`src/hdl/spm_consts.svh`:
```
`ifndef SPM_CONSTS_SVH
`define SPM_CONSTS_SVH
// pull-up register bit positions
`define SPM_PUR_C_INDEX 6
`define SPM_PUR_C_HOME 7
`define SPM_PUR_E_SCLK 4
`define SPM_PUR_E_MOSI 5
`define SPM_PUR_E_MISO 6
`define SPM_PUR_E_SS 7
// reset values
`define SPM_PUR_RST 8'hff
`define SPM_FSEL_C_RST 2'h0
`define SPM_FSEL_E_RST 1'h0
`define SPM_GPIO_RST 1'h0
`endif

```
`src/hdl/spm_pkg.sv`:
```
package spm_pkg;
   // port c pin function, 2 bits, primary first
   typedef enum logic [1:0] {
      SPM_C_PRIMARY = 2'h0,
      SPM_C_TIMER = 2'h1,
      SPM_C_GPIO = 2'h2
   } spm_cfunc_t;
   // spi role states, one-hot
   typedef enum logic [2:0] {
      SPM_ST_IDLE = 3'h1,
      SPM_ST_MASTER = 3'h2,
      SPM_ST_SLAVE = 3'h4
   } spm_role_t;
   typedef struct packed {
      logic [7:0] pur_c;
      logic [7:0] pur_e;
      logic [1:0] fsel_c6;
      logic [1:0] fsel_c7;
      logic [3:0] fsel_e;
      spm_role_t role;
      logic [5:0] pin_out;
      logic [5:0] pin_oe_n;
      logic [5:0] pull_en;
      logic dec_index;
      logic dec_home;
      logic tmr_ch2_in;
      logic tmr_ch3_in;
      logic spi_sclk_in;
      logic spi_mosi_in;
      logic spi_miso_in;
      logic spi_ss_n_in;
      logic [5:0] gpio_in;
   } spm_state_t;
endpackage

```
`src/hdl/spm_pin_mux.sv`:
```
`timescale 1ns/1ns
`default_nettype none
`include "spm_consts.svh"
// Functional notes
// - pin c6 defaults to decoder index
// - pin c7 defaults to decoder home
// - pin e4 defaults to spi clock
// - pin e5 defaults to spi master out
// - pin e6 defaults to spi master in
// - pin e7 defaults to spi slave select
// - port c bits 6,7 clear pull-ups
// - port e bits 4,5 clear pull-ups
// - port e bits 6,7 clear pull-ups
// - gpio pins individually input or output
// - spi clock out in master, in slave
// - master drives mosi, slave receives it
// - master data leads sampling edge half period
// - master receives miso, slave drives it
// - unselected slave releases miso
// - slave data leads sampling edge half period
// - slave select marks transfer for us
module spm_pin_mux (
   input wire logic ref_clk,
   input wire logic reset,
   input wire logic clk_en,
   // pull-up control writes
   input wire logic pur_c_we,
   input wire logic [7:0] pur_c_wdata,
   input wire logic pur_e_we,
   input wire logic [7:0] pur_e_wdata,
   // function select: c6, c7 (spm_cfunc_t), e4..e7 (1 = gpio)
   input wire spm_pkg::spm_cfunc_t fsel_c6,
   input wire spm_pkg::spm_cfunc_t fsel_c7,
   input wire logic [3:0] fsel_e,
   input wire logic fsel_we,
   // gpio: order c6,c7,e4,e5,e6,e7
   input wire logic [5:0] gpio_out,
   input wire logic [5:0] gpio_dir_out,
   output logic [5:0] gpio_in,
   // timer a channels 2 and 3
   input wire logic tmr_ch2_out,
   input wire logic tmr_ch2_oe,
   input wire logic tmr_ch3_out,
   input wire logic tmr_ch3_oe,
   output logic tmr_ch2_in,
   output logic tmr_ch3_in,
   // spi core side
   input wire logic spi_enable,
   input wire logic spi_master,
   input wire logic spi_sclk_out,
   input wire logic spi_mosi_out,
   input wire logic spi_miso_out,
   output logic spi_sclk_in,
   output logic spi_mosi_in,
   output logic spi_miso_in,
   output logic spi_ss_n_in,
   // decoder side
   output logic dec_index,
   output logic dec_home,
   // pads, order c6,c7,e4,e5,e6,e7; oe_n low = driving
   input wire logic [5:0] pad_in,
   output logic [5:0] pad_out,
   output logic [5:0] pad_oe_n,
   output logic [5:0] pad_pull_en,
   output logic [7:0] pur_c,
   output logic [7:0] pur_e
);
   import spm_pkg::*;

   // ----------------------------------------
   // helpers
   // ----------------------------------------
   // gpio drive enable for one pin, used for all six
   // direction high means output, which pulls oe_n low;
   // one function keeps the six gpio paths from drifting apart
   function automatic logic gpio_oe_n(input logic dir);
      gpio_oe_n = ~dir;
   endfunction

   // ----------------------------------------
   // state
   // ----------------------------------------
   // one packed record holds every flop of the block
   spm_state_t s_q, s_d;

   // ----------------------------------------
   // next state
   // ----------------------------------------
   // pad vector order, shared by every six-bit port:
   //    bit 0 - c6: decoder index, timer ch2 or gpio
   //    bit 1 - c7: decoder home, timer ch3 or gpio
   //    bit 2 - e4: spi clock or gpio
   //    bit 3 - e5: spi master out or gpio
   //    bit 4 - e6: spi master in or gpio
   //    bit 5 - e7: spi slave select or gpio
   // pads are sampled as synchronous inputs; all outputs are registered,
   // so every pin path carries one cycle of latency
   always_comb begin
      s_d = s_q;
      // register loads; a cleared bit turns that pull-up off
      if (pur_c_we) begin
         s_d.pur_c = pur_c_wdata;
      end
      if (pur_e_we) begin
         s_d.pur_e = pur_e_wdata;
      end
      // one strobe loads the select of all six pins
      if (fsel_we) begin
         s_d.fsel_c6 = fsel_c6;
         s_d.fsel_c7 = fsel_c7;
         s_d.fsel_e = fsel_e;
      end

      // spi role follows core configuration; roles at the pads:
      //    idle - clock, data and select pads all listen
      //    master - drives clock and master out, hears master in
      //    slave - hears clock and master out, drives master in
      //       only while select is low on its own pin
      // master and slave may swap directly without passing idle
      case (s_q.role)
         SPM_ST_IDLE: begin
            if (spi_enable) begin
               s_d.role = spi_master ? SPM_ST_MASTER : SPM_ST_SLAVE;
            end
         end
         SPM_ST_MASTER, SPM_ST_SLAVE: begin
            if (!spi_enable) begin
               s_d.role = SPM_ST_IDLE;
            end else begin
               s_d.role = spi_master ? SPM_ST_MASTER : SPM_ST_SLAVE;
            end
         end
         // a stray code, never reached by design, falls back to idle
         default: begin
            s_d.role = SPM_ST_IDLE;
         end
      endcase

      // pull-up enables from register bits; taken from s_d so a
      // write shows on the pull enables at the same edge
      s_d.pull_en[0] = s_d.pur_c[`SPM_PUR_C_INDEX];
      s_d.pull_en[1] = s_d.pur_c[`SPM_PUR_C_HOME];
      s_d.pull_en[2] = s_d.pur_e[`SPM_PUR_E_SCLK];
      s_d.pull_en[3] = s_d.pur_e[`SPM_PUR_E_MOSI];
      s_d.pull_en[4] = s_d.pur_e[`SPM_PUR_E_MISO];
      s_d.pull_en[5] = s_d.pur_e[`SPM_PUR_E_SS];
      // gpio sees every pad; harmless when another function owns it
      s_d.gpio_in = pad_in;
      // default: all pads released
      s_d.pin_out = '0;
      s_d.pin_oe_n = '1;

      // pin c6: decoder index, timer ch2 or gpio; the decoder and timer
      // inputs read zero unless they own the pin, so no stale edge leaks through
      s_d.dec_index = 1'h0;
      s_d.tmr_ch2_in = 1'h0;
      case (s_q.fsel_c6)
         SPM_C_PRIMARY: s_d.dec_index = pad_in[0];
         SPM_C_TIMER: begin
            s_d.tmr_ch2_in = pad_in[0];
            s_d.pin_out[0] = tmr_ch2_out;
            s_d.pin_oe_n[0] = ~tmr_ch2_oe;
         end
         SPM_C_GPIO: begin
            s_d.pin_out[0] = gpio_out[0];
            s_d.pin_oe_n[0] = gpio_oe_n(gpio_dir_out[0]);
         end
         // code 3 is unused and falls back to the primary function
         default: begin
            s_d.dec_index = pad_in[0];
         end
      endcase

      // pin c7: decoder home, timer ch3 or gpio
      s_d.dec_home = 1'h0;
      s_d.tmr_ch3_in = 1'h0;
      case (s_q.fsel_c7)
         SPM_C_PRIMARY: s_d.dec_home = pad_in[1];
         SPM_C_TIMER: begin
            s_d.tmr_ch3_in = pad_in[1];
            s_d.pin_out[1] = tmr_ch3_out;
            s_d.pin_oe_n[1] = ~tmr_ch3_oe;
         end
         SPM_C_GPIO: begin
            s_d.pin_out[1] = gpio_out[1];
            s_d.pin_oe_n[1] = gpio_oe_n(gpio_dir_out[1]);
         end
         // code 3 is unused and falls back to the primary function
         default: begin
            s_d.dec_home = pad_in[1];
         end
      endcase

      // spi inputs idle: clock low, select inactive (high)
      s_d.spi_sclk_in = 1'h0;
      s_d.spi_mosi_in = 1'h0;
      s_d.spi_miso_in = 1'h0;
      s_d.spi_ss_n_in = 1'h1;

      // pin e4: spi clock; idle and slave roles both listen here
      if (!s_q.fsel_e[0]) begin
         if (s_q.role == SPM_ST_MASTER) begin
            s_d.pin_out[2] = spi_sclk_out;
            s_d.pin_oe_n[2] = 1'h0;
         end else begin
            s_d.spi_sclk_in = pad_in[2];
         end
      end

      // pin e5: master out / slave in
      if (!s_q.fsel_e[1]) begin
         if (s_q.role == SPM_ST_MASTER) begin
            // core sets data a half period early; same-cycle skew
            // with the clock pad keeps that lead intact
            s_d.pin_out[3] = spi_mosi_out;
            s_d.pin_oe_n[3] = 1'h0;
         end else begin
            s_d.spi_mosi_in = pad_in[3];
         end
      end

      // pin e7: slave select, input only in spi function
      // miso below reads the raw pad rather than this flop, so the
      // release lines up with the one cycle every other pin takes
      if (!s_q.fsel_e[3]) begin
         s_d.spi_ss_n_in = pad_in[5];
      end

      // pin e6: master in / slave out
      if (!s_q.fsel_e[2]) begin
         if (s_q.role == SPM_ST_SLAVE) begin
            // drive only while selected; select must be on its pin
            if (!s_q.fsel_e[3] && !pad_in[5]) begin
               s_d.pin_out[4] = spi_miso_out;
               s_d.pin_oe_n[4] = 1'h0;
            end // else released
         end else begin
            s_d.spi_miso_in = pad_in[4];
         end
      end

      // gpio owners of port e pins; gpio ownership overrides the
      // spi decisions above, whatever the role
      for (int i = 0; i < 4; i++) begin
         if (s_q.fsel_e[i]) begin
            s_d.pin_out[i + 2] = gpio_out[i + 2];
            s_d.pin_oe_n[i + 2] = gpio_oe_n(gpio_dir_out[i + 2]);
         end
      end
   end

   // ----------------------------------------
   // state register
   // ----------------------------------------
   always_ff @(posedge ref_clk) begin
      // reset wins over clk_en so a frozen block still recovers;
      // constants only, nothing sampled enters on this branch
      if (reset) begin
         s_q.pur_c <= `SPM_PUR_RST;
         s_q.pur_e <= `SPM_PUR_RST;
         s_q.fsel_c6 <= `SPM_FSEL_C_RST;
         s_q.fsel_c7 <= `SPM_FSEL_C_RST;
         s_q.fsel_e <= {4{`SPM_FSEL_E_RST}};
         s_q.role <= SPM_ST_IDLE;
         s_q.pin_out <= '0;
         s_q.pin_oe_n <= '1;
         s_q.pull_en <= '1;
         s_q.dec_index <= 1'h0;
         s_q.dec_home <= 1'h0;
         s_q.tmr_ch2_in <= 1'h0;
         s_q.tmr_ch3_in <= 1'h0;
         s_q.spi_sclk_in <= 1'h0;
         s_q.spi_mosi_in <= 1'h0;
         s_q.spi_miso_in <= 1'h0;
         s_q.spi_ss_n_in <= 1'h1;
         s_q.gpio_in <= {6{`SPM_GPIO_RST}};
      end else if (clk_en) begin
         s_q <= s_d;
      end
   end

   // ----------------------------------------
   // outputs, all from flops
   // ----------------------------------------
   // plain copies; no gate sits between a flop and its port
   assign gpio_in = s_q.gpio_in;
   assign tmr_ch2_in = s_q.tmr_ch2_in;
   assign tmr_ch3_in = s_q.tmr_ch3_in;
   assign spi_sclk_in = s_q.spi_sclk_in;
   assign spi_mosi_in = s_q.spi_mosi_in;
   assign spi_miso_in = s_q.spi_miso_in;
   assign spi_ss_n_in = s_q.spi_ss_n_in;
   assign dec_index = s_q.dec_index;
   assign dec_home = s_q.dec_home;
   assign pad_out = s_q.pin_out;
   assign pad_oe_n = s_q.pin_oe_n;
   assign pad_pull_en = s_q.pull_en;
   assign pur_c = s_q.pur_c;
   assign pur_e = s_q.pur_e;
endmodule
`default_nettype wire

```
`config.mk`:
```
export PLATFORM = sky130hd
export DESIGN_NAME = spm_pin_mux
export DESIGN_NICKNAME = d
export VERILOG_FILES = /design/src/hdl/spm_pkg.sv /design/src/hdl/spm_pin_mux.sv
export VERILOG_INCLUDE_DIRS = /design/src /design/src/hdl
export SDC_FILE = /design/constraint.sdc
export NUM_CORES = 1
export LEC_CHECK = 0
export BUFFER_PORTS_ARGS = -buffer_cell sky130_fd_sc_hd__clkbuf_2
export CORE_ASPECT_RATIO = 1.4
export CORE_MARGIN = 2
export CORE_UTILIZATION = 51
export DETAILED_ROUTE_END_ITERATION = 16
export PLACE_DENSITY = 0.84
export SYNTH_ARGS = -nofsm -noshare
export SYNTH_HDL_FRONTEND = slang
export SYNTH_SLANG_ARGS = --single-unit
```
`constraint.sdc`:
```
create_clock -name ref_clk -period 3.8 [get_ports ref_clk]
set_input_delay 0.57 -clock ref_clk [delete_from_list [all_inputs] [get_ports ref_clk]]
set_output_delay 0.57 -clock ref_clk [all_outputs]
set_load 0.01 [all_outputs]
```
==> results.toml, run 1 <==
[logic_synthesis]
synth-compound-area-share_pct = 11.6
synth_ff_type = "dfxtp_1"
yosysSeqAreaShare_pct = 42.6
ys_async_sr_fraction_pct = 0
synth_edf_count = 0
yosys_warnings = 0
synth_area_mm2 = 0.00249
yosys.area_share.xor_xnor_pct = 0.703
synthDistinctLibCells = 37
synth_fa_ha_area_share_pct = 2.01
syn_nets = 361
syn_inst = 300
synth_mux_area_share_pct = 2.81
synth_top_family_by_area = "simple AND/OR/NAND/NOR gates"
synth_simple_gate_area_share_pct = 23.2
syn_avg_cell_area_um2 = 8.30
ys_ff_latch = 53

[sta]
finalHoldViolCount = 0
layout_min_cycle_time_ns = 1.75
final.period_utilization_pct = 45.9
max_freq_mhz = 573
slew-limit-headroom_pct = 54.5
setup-tns-final_ns = 0
slew_violations = 0
worst_pin_slew_ns = 0.682
skew_ns = 0.00448
rsz0062_at_grt = "false"
setup_viol = 0

[floorplanning]
initial_core_util_pct = 52.3
die_w_um = 63.1
io_pins = 105
fp.dieH_um = 86.7
fp-row-count = 30
core_mm2 = 0.00477
die_area_mm2 = 0.00547

[clock_tree]
postCtsSetupBuffers = 0
numCtsBuffers = 5
cts_sinks = 53
cts-root-buf = "clkbuf_8"
worstSkewPairLatency_ns = 0.30
cts-hold-fix-buffers = 0
cts_buffer_depth = 2
htreeDepth = 2
cts_tree = "done"
ctsResizeCount = 0
path_clk_slew_ns = 0.09

[worst_hold_path]
hold_path_end = "pad_out[5]"
hold_depth = 2
hold_class = "flip-flop to flip-flop"
worstHoldStart = "pad_out[5]"

[grt]
grt_pass1_wl_um = 8310
grt_use_total_pct = 19.0
antenna_found_initial = 0
grt_max_degree = 57
grt_pass1_vias = 1833
gr-total-overflow = 0

[final_layout]
drive_gt1_share_pct = 33.4
n_antenna_cell = 0
final_nets = 413
fin_cells = 417
areaGrowthSynthToFinish_pct = 12.7

[drt]
vias_per_cell = 5.13
first_pass_iters = 4
wl_per_cell_um = 12.4
ant_nets = 0
via_count = 2138
drtIter0Drc = 126
drc = 0
wl_um = 5160

[placed_design]
io_buffers = 104
gp_congestion = 0.689
dp_hpwl_um = 3820
post-place-cells = 409

[outcome]
status = "finished clean"

[power]
p_per_area_mw_per_mm2 = 393
peakVddDrop_mv = 0.212
report.power.total_mw = 1.10
leakage_nw = 1.30

[critical_path]
ff2ff_setup_slack_ns = 2.13
end_kind = "flip-flop"
r2r_end = "pad_out[3]"
cp_max_fo = 33
r2r-start = "s_q[33]"
worstSetupStartpoint = "reset"
crit_required_ns = 4.00
worst-setup-path-type = "primary input to flip-flop"
r2r_cells = 3
startpoint_type = "primary input"
cp.arrival_ns = 1.94

[run]
cap_violations = 0
-- cells in the mapped netlist, types with 2 or more instances --
cell type	instances	area share, %
nand3_1	47	9.4
nand4b_1	3	1.1
nand2_1	43	6.5
xnor2_1	2	0.70
ha_1	4	2.0
a211oi_1	2	0.60
buf_2	2	0.40
nor2_1	13	2.0
nor2b_1	3	0.75
a311oi_2	2	1.2
o21ai_0	9	1.8
a21oi_1	20	4.0
buf_6	2	0.90
clkbuf_1	16	2.4
buf_4	40	12
a2111oi_0	2	0.70
or3_1	2	0.50
dfxtp_1	53	43
or3b_1	2	0.70
mux2i_1	7	2.8
inv_1	9	1.4
a22oi_1	2	0.60
-- state kept, by name, indices dropped and copies added (netlist names), 6 cells and up --
signal and flops:
gpio_in 6, pad_oe_n 6, pad_out 6, pur_c 7, pur_e 8, s_q 11
-- per-stage QoR --
stage | setup slack [ns] | hold WS, ns | instance area, µm² | utilization (%)
3_3_place_gp | 1.73 | 0.449 | 2710 | 56.8
4_1_cts | 2.04 | 0.468 | 2810 | 58.9
6_report | 2.05 | 0.469 | 2810 | 58.9
2_1_floorplan | 2.30 | 0.441 | 2490 | -
3_5_place_dp | 1.71 | 0.455 | 2710 | 56.8
5_1_grt | 1.91 | 0.485 | 2810 | 58.9
-- cell families (layout without fill, tap and decap cells) --
| logic type | Yosys count | count (layout) |
|---|---|---|
| AO/OA/AOI/OAI | 45 | 45 |
| XOR/XNOR | 2 | 2 |
| adder cells (fa/ha/maj) | 4 | 4 |
| buffers and inverters | 69 | 122 |
| flip-flops | 53 | 53 |
| multiplexers | 7 | 7 |
| AND/OR/NAND/NOR | 120 | 120 |
-- worst max-delay path by stage --
stage,endpoint,slack (ns),cells after the start
2_1_floorplan,pad_out[2],2.30,4
3_3_place_gp,s_q[34],1.73,3
3_5_place_dp,s_q[34],1.71,3
4_1_cts,s_q[34],2.04,3
5_1_grt,s_q[34],1.91,3
6_report,s_q[34],2.05,3
-- placed cells by master, fill, tap and decap left out, types with 3 or more instances in the layout --
cell type	instances
nand4b_1	3
clkbuf_8	7
nor2_1	13
dfxtp_1	53
ha_1	4
mux2i_1	7
clkbuf_2	104
nor2b_1	3
inv_1	9
nand2_1	43
a21oi_1	20
o21ai_0	9
nand3_1	47
-- layer usage --
layer | track usage, % | share of wire [%]
met5 | 0 | 0
met4 | 6.67 | 0.78
met3 | 4.55 | 6.2
met2 | 32.8 | 51
met1 | 23.0 | 42
-- layout make-up --
class                   instances  area, µm²
fillers                       468       1960
flip-flops and latches         53       1060
multi-input cells             178       1000
repair buffers                105        528
clock buffers                   7       96.3
well taps                      64       80.1
inverters                       9       33.8
clock inverters                 1       5.00
-- critical path, cell delays in order --
cell and delay (ns):
clkbuf_2 0.51, inv_1 0.51, a32o_1 0.33
-- where the power goes --
group	internal (mW)	leakage [nW]	switching [mW]
Clock	0.165	0.0542	0.174
Combinational	0.0727	0.807	0.0873
Sequential	0.585	0.436	0.0213
Total	0.823	1.30	0.282
(Power assumes the default switching activity.)
==> inputs of run 2 (changes only) <==
- CORE_UTILIZATION: 51 -> 43
- PLACE_DENSITY: 0.84 -> 0.76
- clock period: 3.8 -> 1.5 ns (I/O delays scaled with it)
==> results.toml, run 2 (synthesis gave the netlist of run 1 again) <==
[outcome]
status = "finished clean"

[placed_design]
dp_hpwl_um = 4150
dpl_cell_area_mm2 = 0.00279
gp_congestion = 0.751
io_buffers = 104

[clock_tree]
cts-root-buf = "clkbuf_8"
htreeDepth = 2
numCtsBuffers = 5
path_clk_slew_ns = 0.09
cts_buffer_depth = 2
worstSkewPairLatency_ns = 0.30
cts-hold-fix-buffers = 0
cts_tree = "done"
cts_sinks = 53

[drt]
wl_per_cell_um = 12.6
vias_per_cell = 5.09
ant_nets = 0
drtIter0Drc = 64
wl_um = 5440
first_pass_iters = 4
via_count = 2194
drc = 0

[critical_path]
startpoint_type = "flip-flop"
cp.arrival_ns = 1.64
end_kind = "flip-flop"
cp.depth = 3
r2r_end = "pad_out[2]"
crit_chain = "or3b_4 > or3b_1 > a311oi_2"
crit_family = "simple AND/OR/NAND/NOR gates"
r2r_cells = 3
worst-setup-path-type = "flip-flop to flip-flop"
critPathMaxStageDelay_ns = 0.40
cp-endpoint = "pad_out[2]"
cp_max_fo = 4
r2r-start = "s_q[33]"
crit_slowest_cell = "or3b_4"
worstSetupStartpoint = "s_q[33]"
ff2ff_setup_slack_ns = 0.07
crit_required_ns = 1.71
path_buf_inv = 0

[final_layout]
n_antenna_cell = 0
largest_reg_flops = 11
regMostFlops = "s_q"
areaGrowthSynthToFinish_pct = 16.4
mostFrequentLayoutCells = "clkbuf_2, dfxtp_1, nand3_1"
fin_area_mm2 = 0.00290
reg.largest.list = "s_q x11, pur_e x8, pur_c x7"
fillers = 555
multi_input_area_mm2 = 0.00101
register_area_mm2 = 0.00106
drive_gt1_share_pct = 35.3
layout.cells.most_common = "clkbuf_2"
final_nets = 424

[sta]
final.period_utilization_pct = 95.2
max_freq_mhz = 700
slew_violations = 0
setup_viol = 0
skew_ns = 0.00458
slew-limit-headroom_pct = 78.9
rsz0062_at_grt = "false"
layout_min_cycle_time_ns = 1.43
setup-tns-final_ns = 0
finalHoldViolCount = 0
worst_pin_slew_ns = 0.315

[worst_hold_path]
worstHoldStart = "pur_e_wdata[6]"
hold_class = "primary input to flip-flop"

[power]
peakVddDrop_mv = 0.421
leakage_nw = 1.34
p_per_area_mw_per_mm2 = 952

[run]
cap_violations = 0

[floorplanning]
die_w_um = 68.3
initial_core_util_pct = 44.8
fp.dieH_um = 94.1
die_area_mm2 = 0.00643
fp-row-count = 32
io_pins = 105
core_mm2 = 0.00557

[grt]
antenna_found_initial = 0
grt_pass1_vias = 1953
gr-total-overflow = 0
grt_pass1_wl_um = 8490
grt_max_degree = 34
grt_use_total_pct = 17.3
run 2: worst min-delay path by stage:
stage                            end  slack, ns  cells past startpoint
final                       pur_e[6]       0.17                      3
after detailed placement  pad_out[5]       0.45                      2
after CTS                   pur_e[6]       0.15                      3
after global routing        pur_e[3]       0.17                      3
after floorplan           gpio_in[0]       0.37                      2
after global placement      pur_c[2]       0.45                      2
run 2: metrics by stage:
step           util (%)  power, mW  setup WS, ns  hold WS (ns)  cells
6_report           52.1       2.76        0.0722         0.167    431
5_1_grt            52.1       2.93       0.00132         0.167    431
4_1_cts            51.7       2.80        0.0452         0.154    429
3_5_place_dp       50.2       2.00        0.0591         0.454    422
3_3_place_gp       50.2       1.99        0.0880         0.450    422
2_1_floorplan         -       1.88      0.000721         0.372    300
run 2: layout make-up:
class                           instances  area share, %
Timing Repair Buffer                  116           21.5
Tap cell                               68           2.93
Sequential cell                        53           36.6
Inverter                                9           1.16
Clock buffer                            7           2.98
Multi-Input combinational cell        178           34.9
run 2: metal layers:
layer / wire length, µm / track usage (%) / share of wire, % / vias to the layer above
met4: 61 / 5.17 / 1.1 / 0
met3: 406 / 4.68 / 7.5 / 6
met5: 0 / 0 / 0 / -
met2: 2720 / 31.5 / 50 / 87
met1: 2250 / 18.7 / 41 / 993
li1: - / - / - / 1108
run 2: repair_timing:
| item | CTS | global route |
|---|---|---|
| resized for setup | 0 | 3 |
| endpoints found under the setup margin | 0 | 4 |
| buffers inserted | 0 | 2 |
run 2: worst register-to-register path, stage by stage (launching register included):
cell      delay, ns
dfxtp_1        0.33
or3b_4         0.40
or3b_1         0.39
a311oi_2       0.23
run 2: where the power goes:
group	internal (mW)	switching (mW)
logic	0.205	0.237
registers	1.48	0.0458
clock network	0.367	0.424
total	2.05	0.707
==> inputs of run 3 (changes only) <==
- clock period: 1.5 -> 1.2 ns (I/O delays scaled with it)
==> results.toml, run 3 (synthesis gave the netlist of run 1 again) <==
[worst_hold_path]
hold_class = "primary input to flip-flop"
worstHoldStart = "pur_e_wdata[3]"
hold_path_end = "pur_e[3]"
hold_depth = 3

[drt]
wl_um = 5910
wl_per_cell_um = 13.4
wl_met1_um = 2410
routed.top_layer = "met4"
drtIter0Drc = 93
via_count = 2222
wl_met3_um = 438
ant_nets = 0
first_pass_iters = 4
wl_met2_um = 2940
vias_per_cell = 5.05
drc = 0

[placed_design]
post-place-cells = 431
io_buffers = 104
dp_hpwl_um = 4330
dpl_cell_area_mm2 = 0.00286
gp_congestion = 0.821

[floorplanning]
io_pins = 105
fp-row-count = 32
die_w_um = 68.3
die_area_mm2 = 0.00643
core_mm2 = 0.00557
fp.dieH_um = 94.1
initial_core_util_pct = 44.8

[outcome]
status = "complete, but fails checks"
violations = "setup timing"

[power]
leakage_nw = 1.41
report.power.total_mw = 3.52
p_sw_share_pct = 27.0
peakVddDrop_mv = 0.605
p_clk_share_pct = 27.6
p_per_area_mw_per_mm2 = 1120
comb_power_share_pct = 18.2
p_int_mw = 2.57
switchingPower_uw = 951
sequentialPowerShare_pct = 54.1

[clock_tree]
path_clk_slew_ns = 0.09
cts_sinks = 53
htreeDepth = 2
cts_buffer_depth = 2
cts-root-buf = "clkbuf_8"
worstSkewPairLatency_ns = 0.30
cts_tree = "done"
numCtsBuffers = 5

[critical_path]
r2r_end = "pad_out[2]"
r2r-start = "s_q[34]"
startpoint_type = "flip-flop"
ff2ff_setup_slack_ns = -0.23
worst-setup-path-type = "flip-flop to flip-flop"
crit_required_ns = 1.42
cp_max_fo = 5
cp.arrival_ns = 1.65
r2r_cells = 3
end_kind = "flip-flop"

[final_layout]
multi_input_area_mm2 = 0.00116
layout.cells.most_common = "clkbuf_2"
regMostFlops = "s_q"
fin_area_mm2 = 0.00313
fillers = 521
register_area_mm2 = 0.00108
fin_cells = 440
n_antenna_cell = 0
final_nets = 432
areaGrowthSynthToFinish_pct = 25.8
reg.largest.list = "s_q x11, pur_e x8, pur_c x7"
largest_reg_flops = 11
drive_gt1_share_pct = 43.3
mostFrequentLayoutCells = "clkbuf_2, dfxtp_1, nand3_1"

[sta]
worst_pin_slew_ns = 0.509
max_freq_mhz = 702
rsz0062_at_grt = "true"
slew-limit-headroom_pct = 66.0
holdWs_ns = 0.109
finalHoldViolCount = 0
setup_viol = 6
finalWorstSetupSlack_ns = -0.225
layout_min_cycle_time_ns = 1.43
slew_violations = 0
skew_ns = 0.00316
final.period_utilization_pct = 119

[grt]
grt_pass1_vias = 1964
grt_use_total_pct = 18.5
grt_pass1_wl_um = 8950
gr-total-overflow = 0
grt_max_degree = 27
antenna_found_initial = 0

[run]
cap_violations = 0
run 3: cell count changes in the layout (fill, tap and decap cells not counted), moves of 3 or more:
cell	before	now
buf_4	11	16
buf_6	0	3
dfxtp_1	53	48
dfxtp_4	0	4
ha_1	4	0
ha_4	0	4
inv_1	9	5
inv_2	0	4
o21ai_0	9	4
o21ai_1	0	3
run 3: repair_timing:
item / CTS / global route
pin swaps: 7 / 6
setup endpoints to repair: 11 / 11
setup buffers: 0 / 1
gates resized for setup: 32 / 15
cloned: 0 / 0
hold buffers: 0 / 0
run 3: metal layers:
metal  up-vias  GRT usage [%]
li1       1123              -
met3        10           5.04
met1      1005           20.4
met2        84           33.3
met5         -              0
met4         0           6.00
run 3: cell type report:
cell class	count	share of cell area (%)
Inverter	9	1.08
Timing Repair Buffer	124	22.2
Tap cell	68	2.72
Multi-Input combinational cell	178	37.1
Clock buffer	8	2.56
Sequential cell	53	34.4
run 3: how the worst max path moves through the flow:
stage,startpoint,to,slack (ns),cells past startpoint
6_report,s_q[34],pad_out[2],-0.23,3
5_1_grt,s_q[34],pad_out[2],-0.27,3
4_1_cts,s_q[34],pad_out[2],-0.23,3
3_5_place_dp,s_q[32],pad_out[3],-0.21,3
3_3_place_gp,s_q[32],pad_out[3],-0.18,3
2_1_floorplan,s_q[32],pad_out[2],-0.28,4
run 3: power groups by stage:
stage	registers (mW)	clock network, mW	logic [mW]
CTS	1.91	1.00	0.626
finish	1.91	0.973	0.643
detailed placement	1.95	0	0.580
global placement	1.94	0	0.572
floorplan	1.94	0	0.407
global route	1.92	1.07	0.714
run 3: metrics by stage:
step	setup WS (ns)	utilization, %	setup TNS (ns)
CTS	-0.233	55.3	-0.533
finish	-0.225	56.3	-0.493
global route	-0.267	56.3	-0.898
global placement	-0.185	51.4	-0.533
detailed placement	-0.214	51.4	-0.978
floorplan	-0.277	-	-0.554
run 3: worst max-delay path, cell delays in order, from the launching register on:
cell	delay, ns
dfxtp_1	0.32
or3b_4	0.42
or3b_1	0.37
a311oi_2	0.24
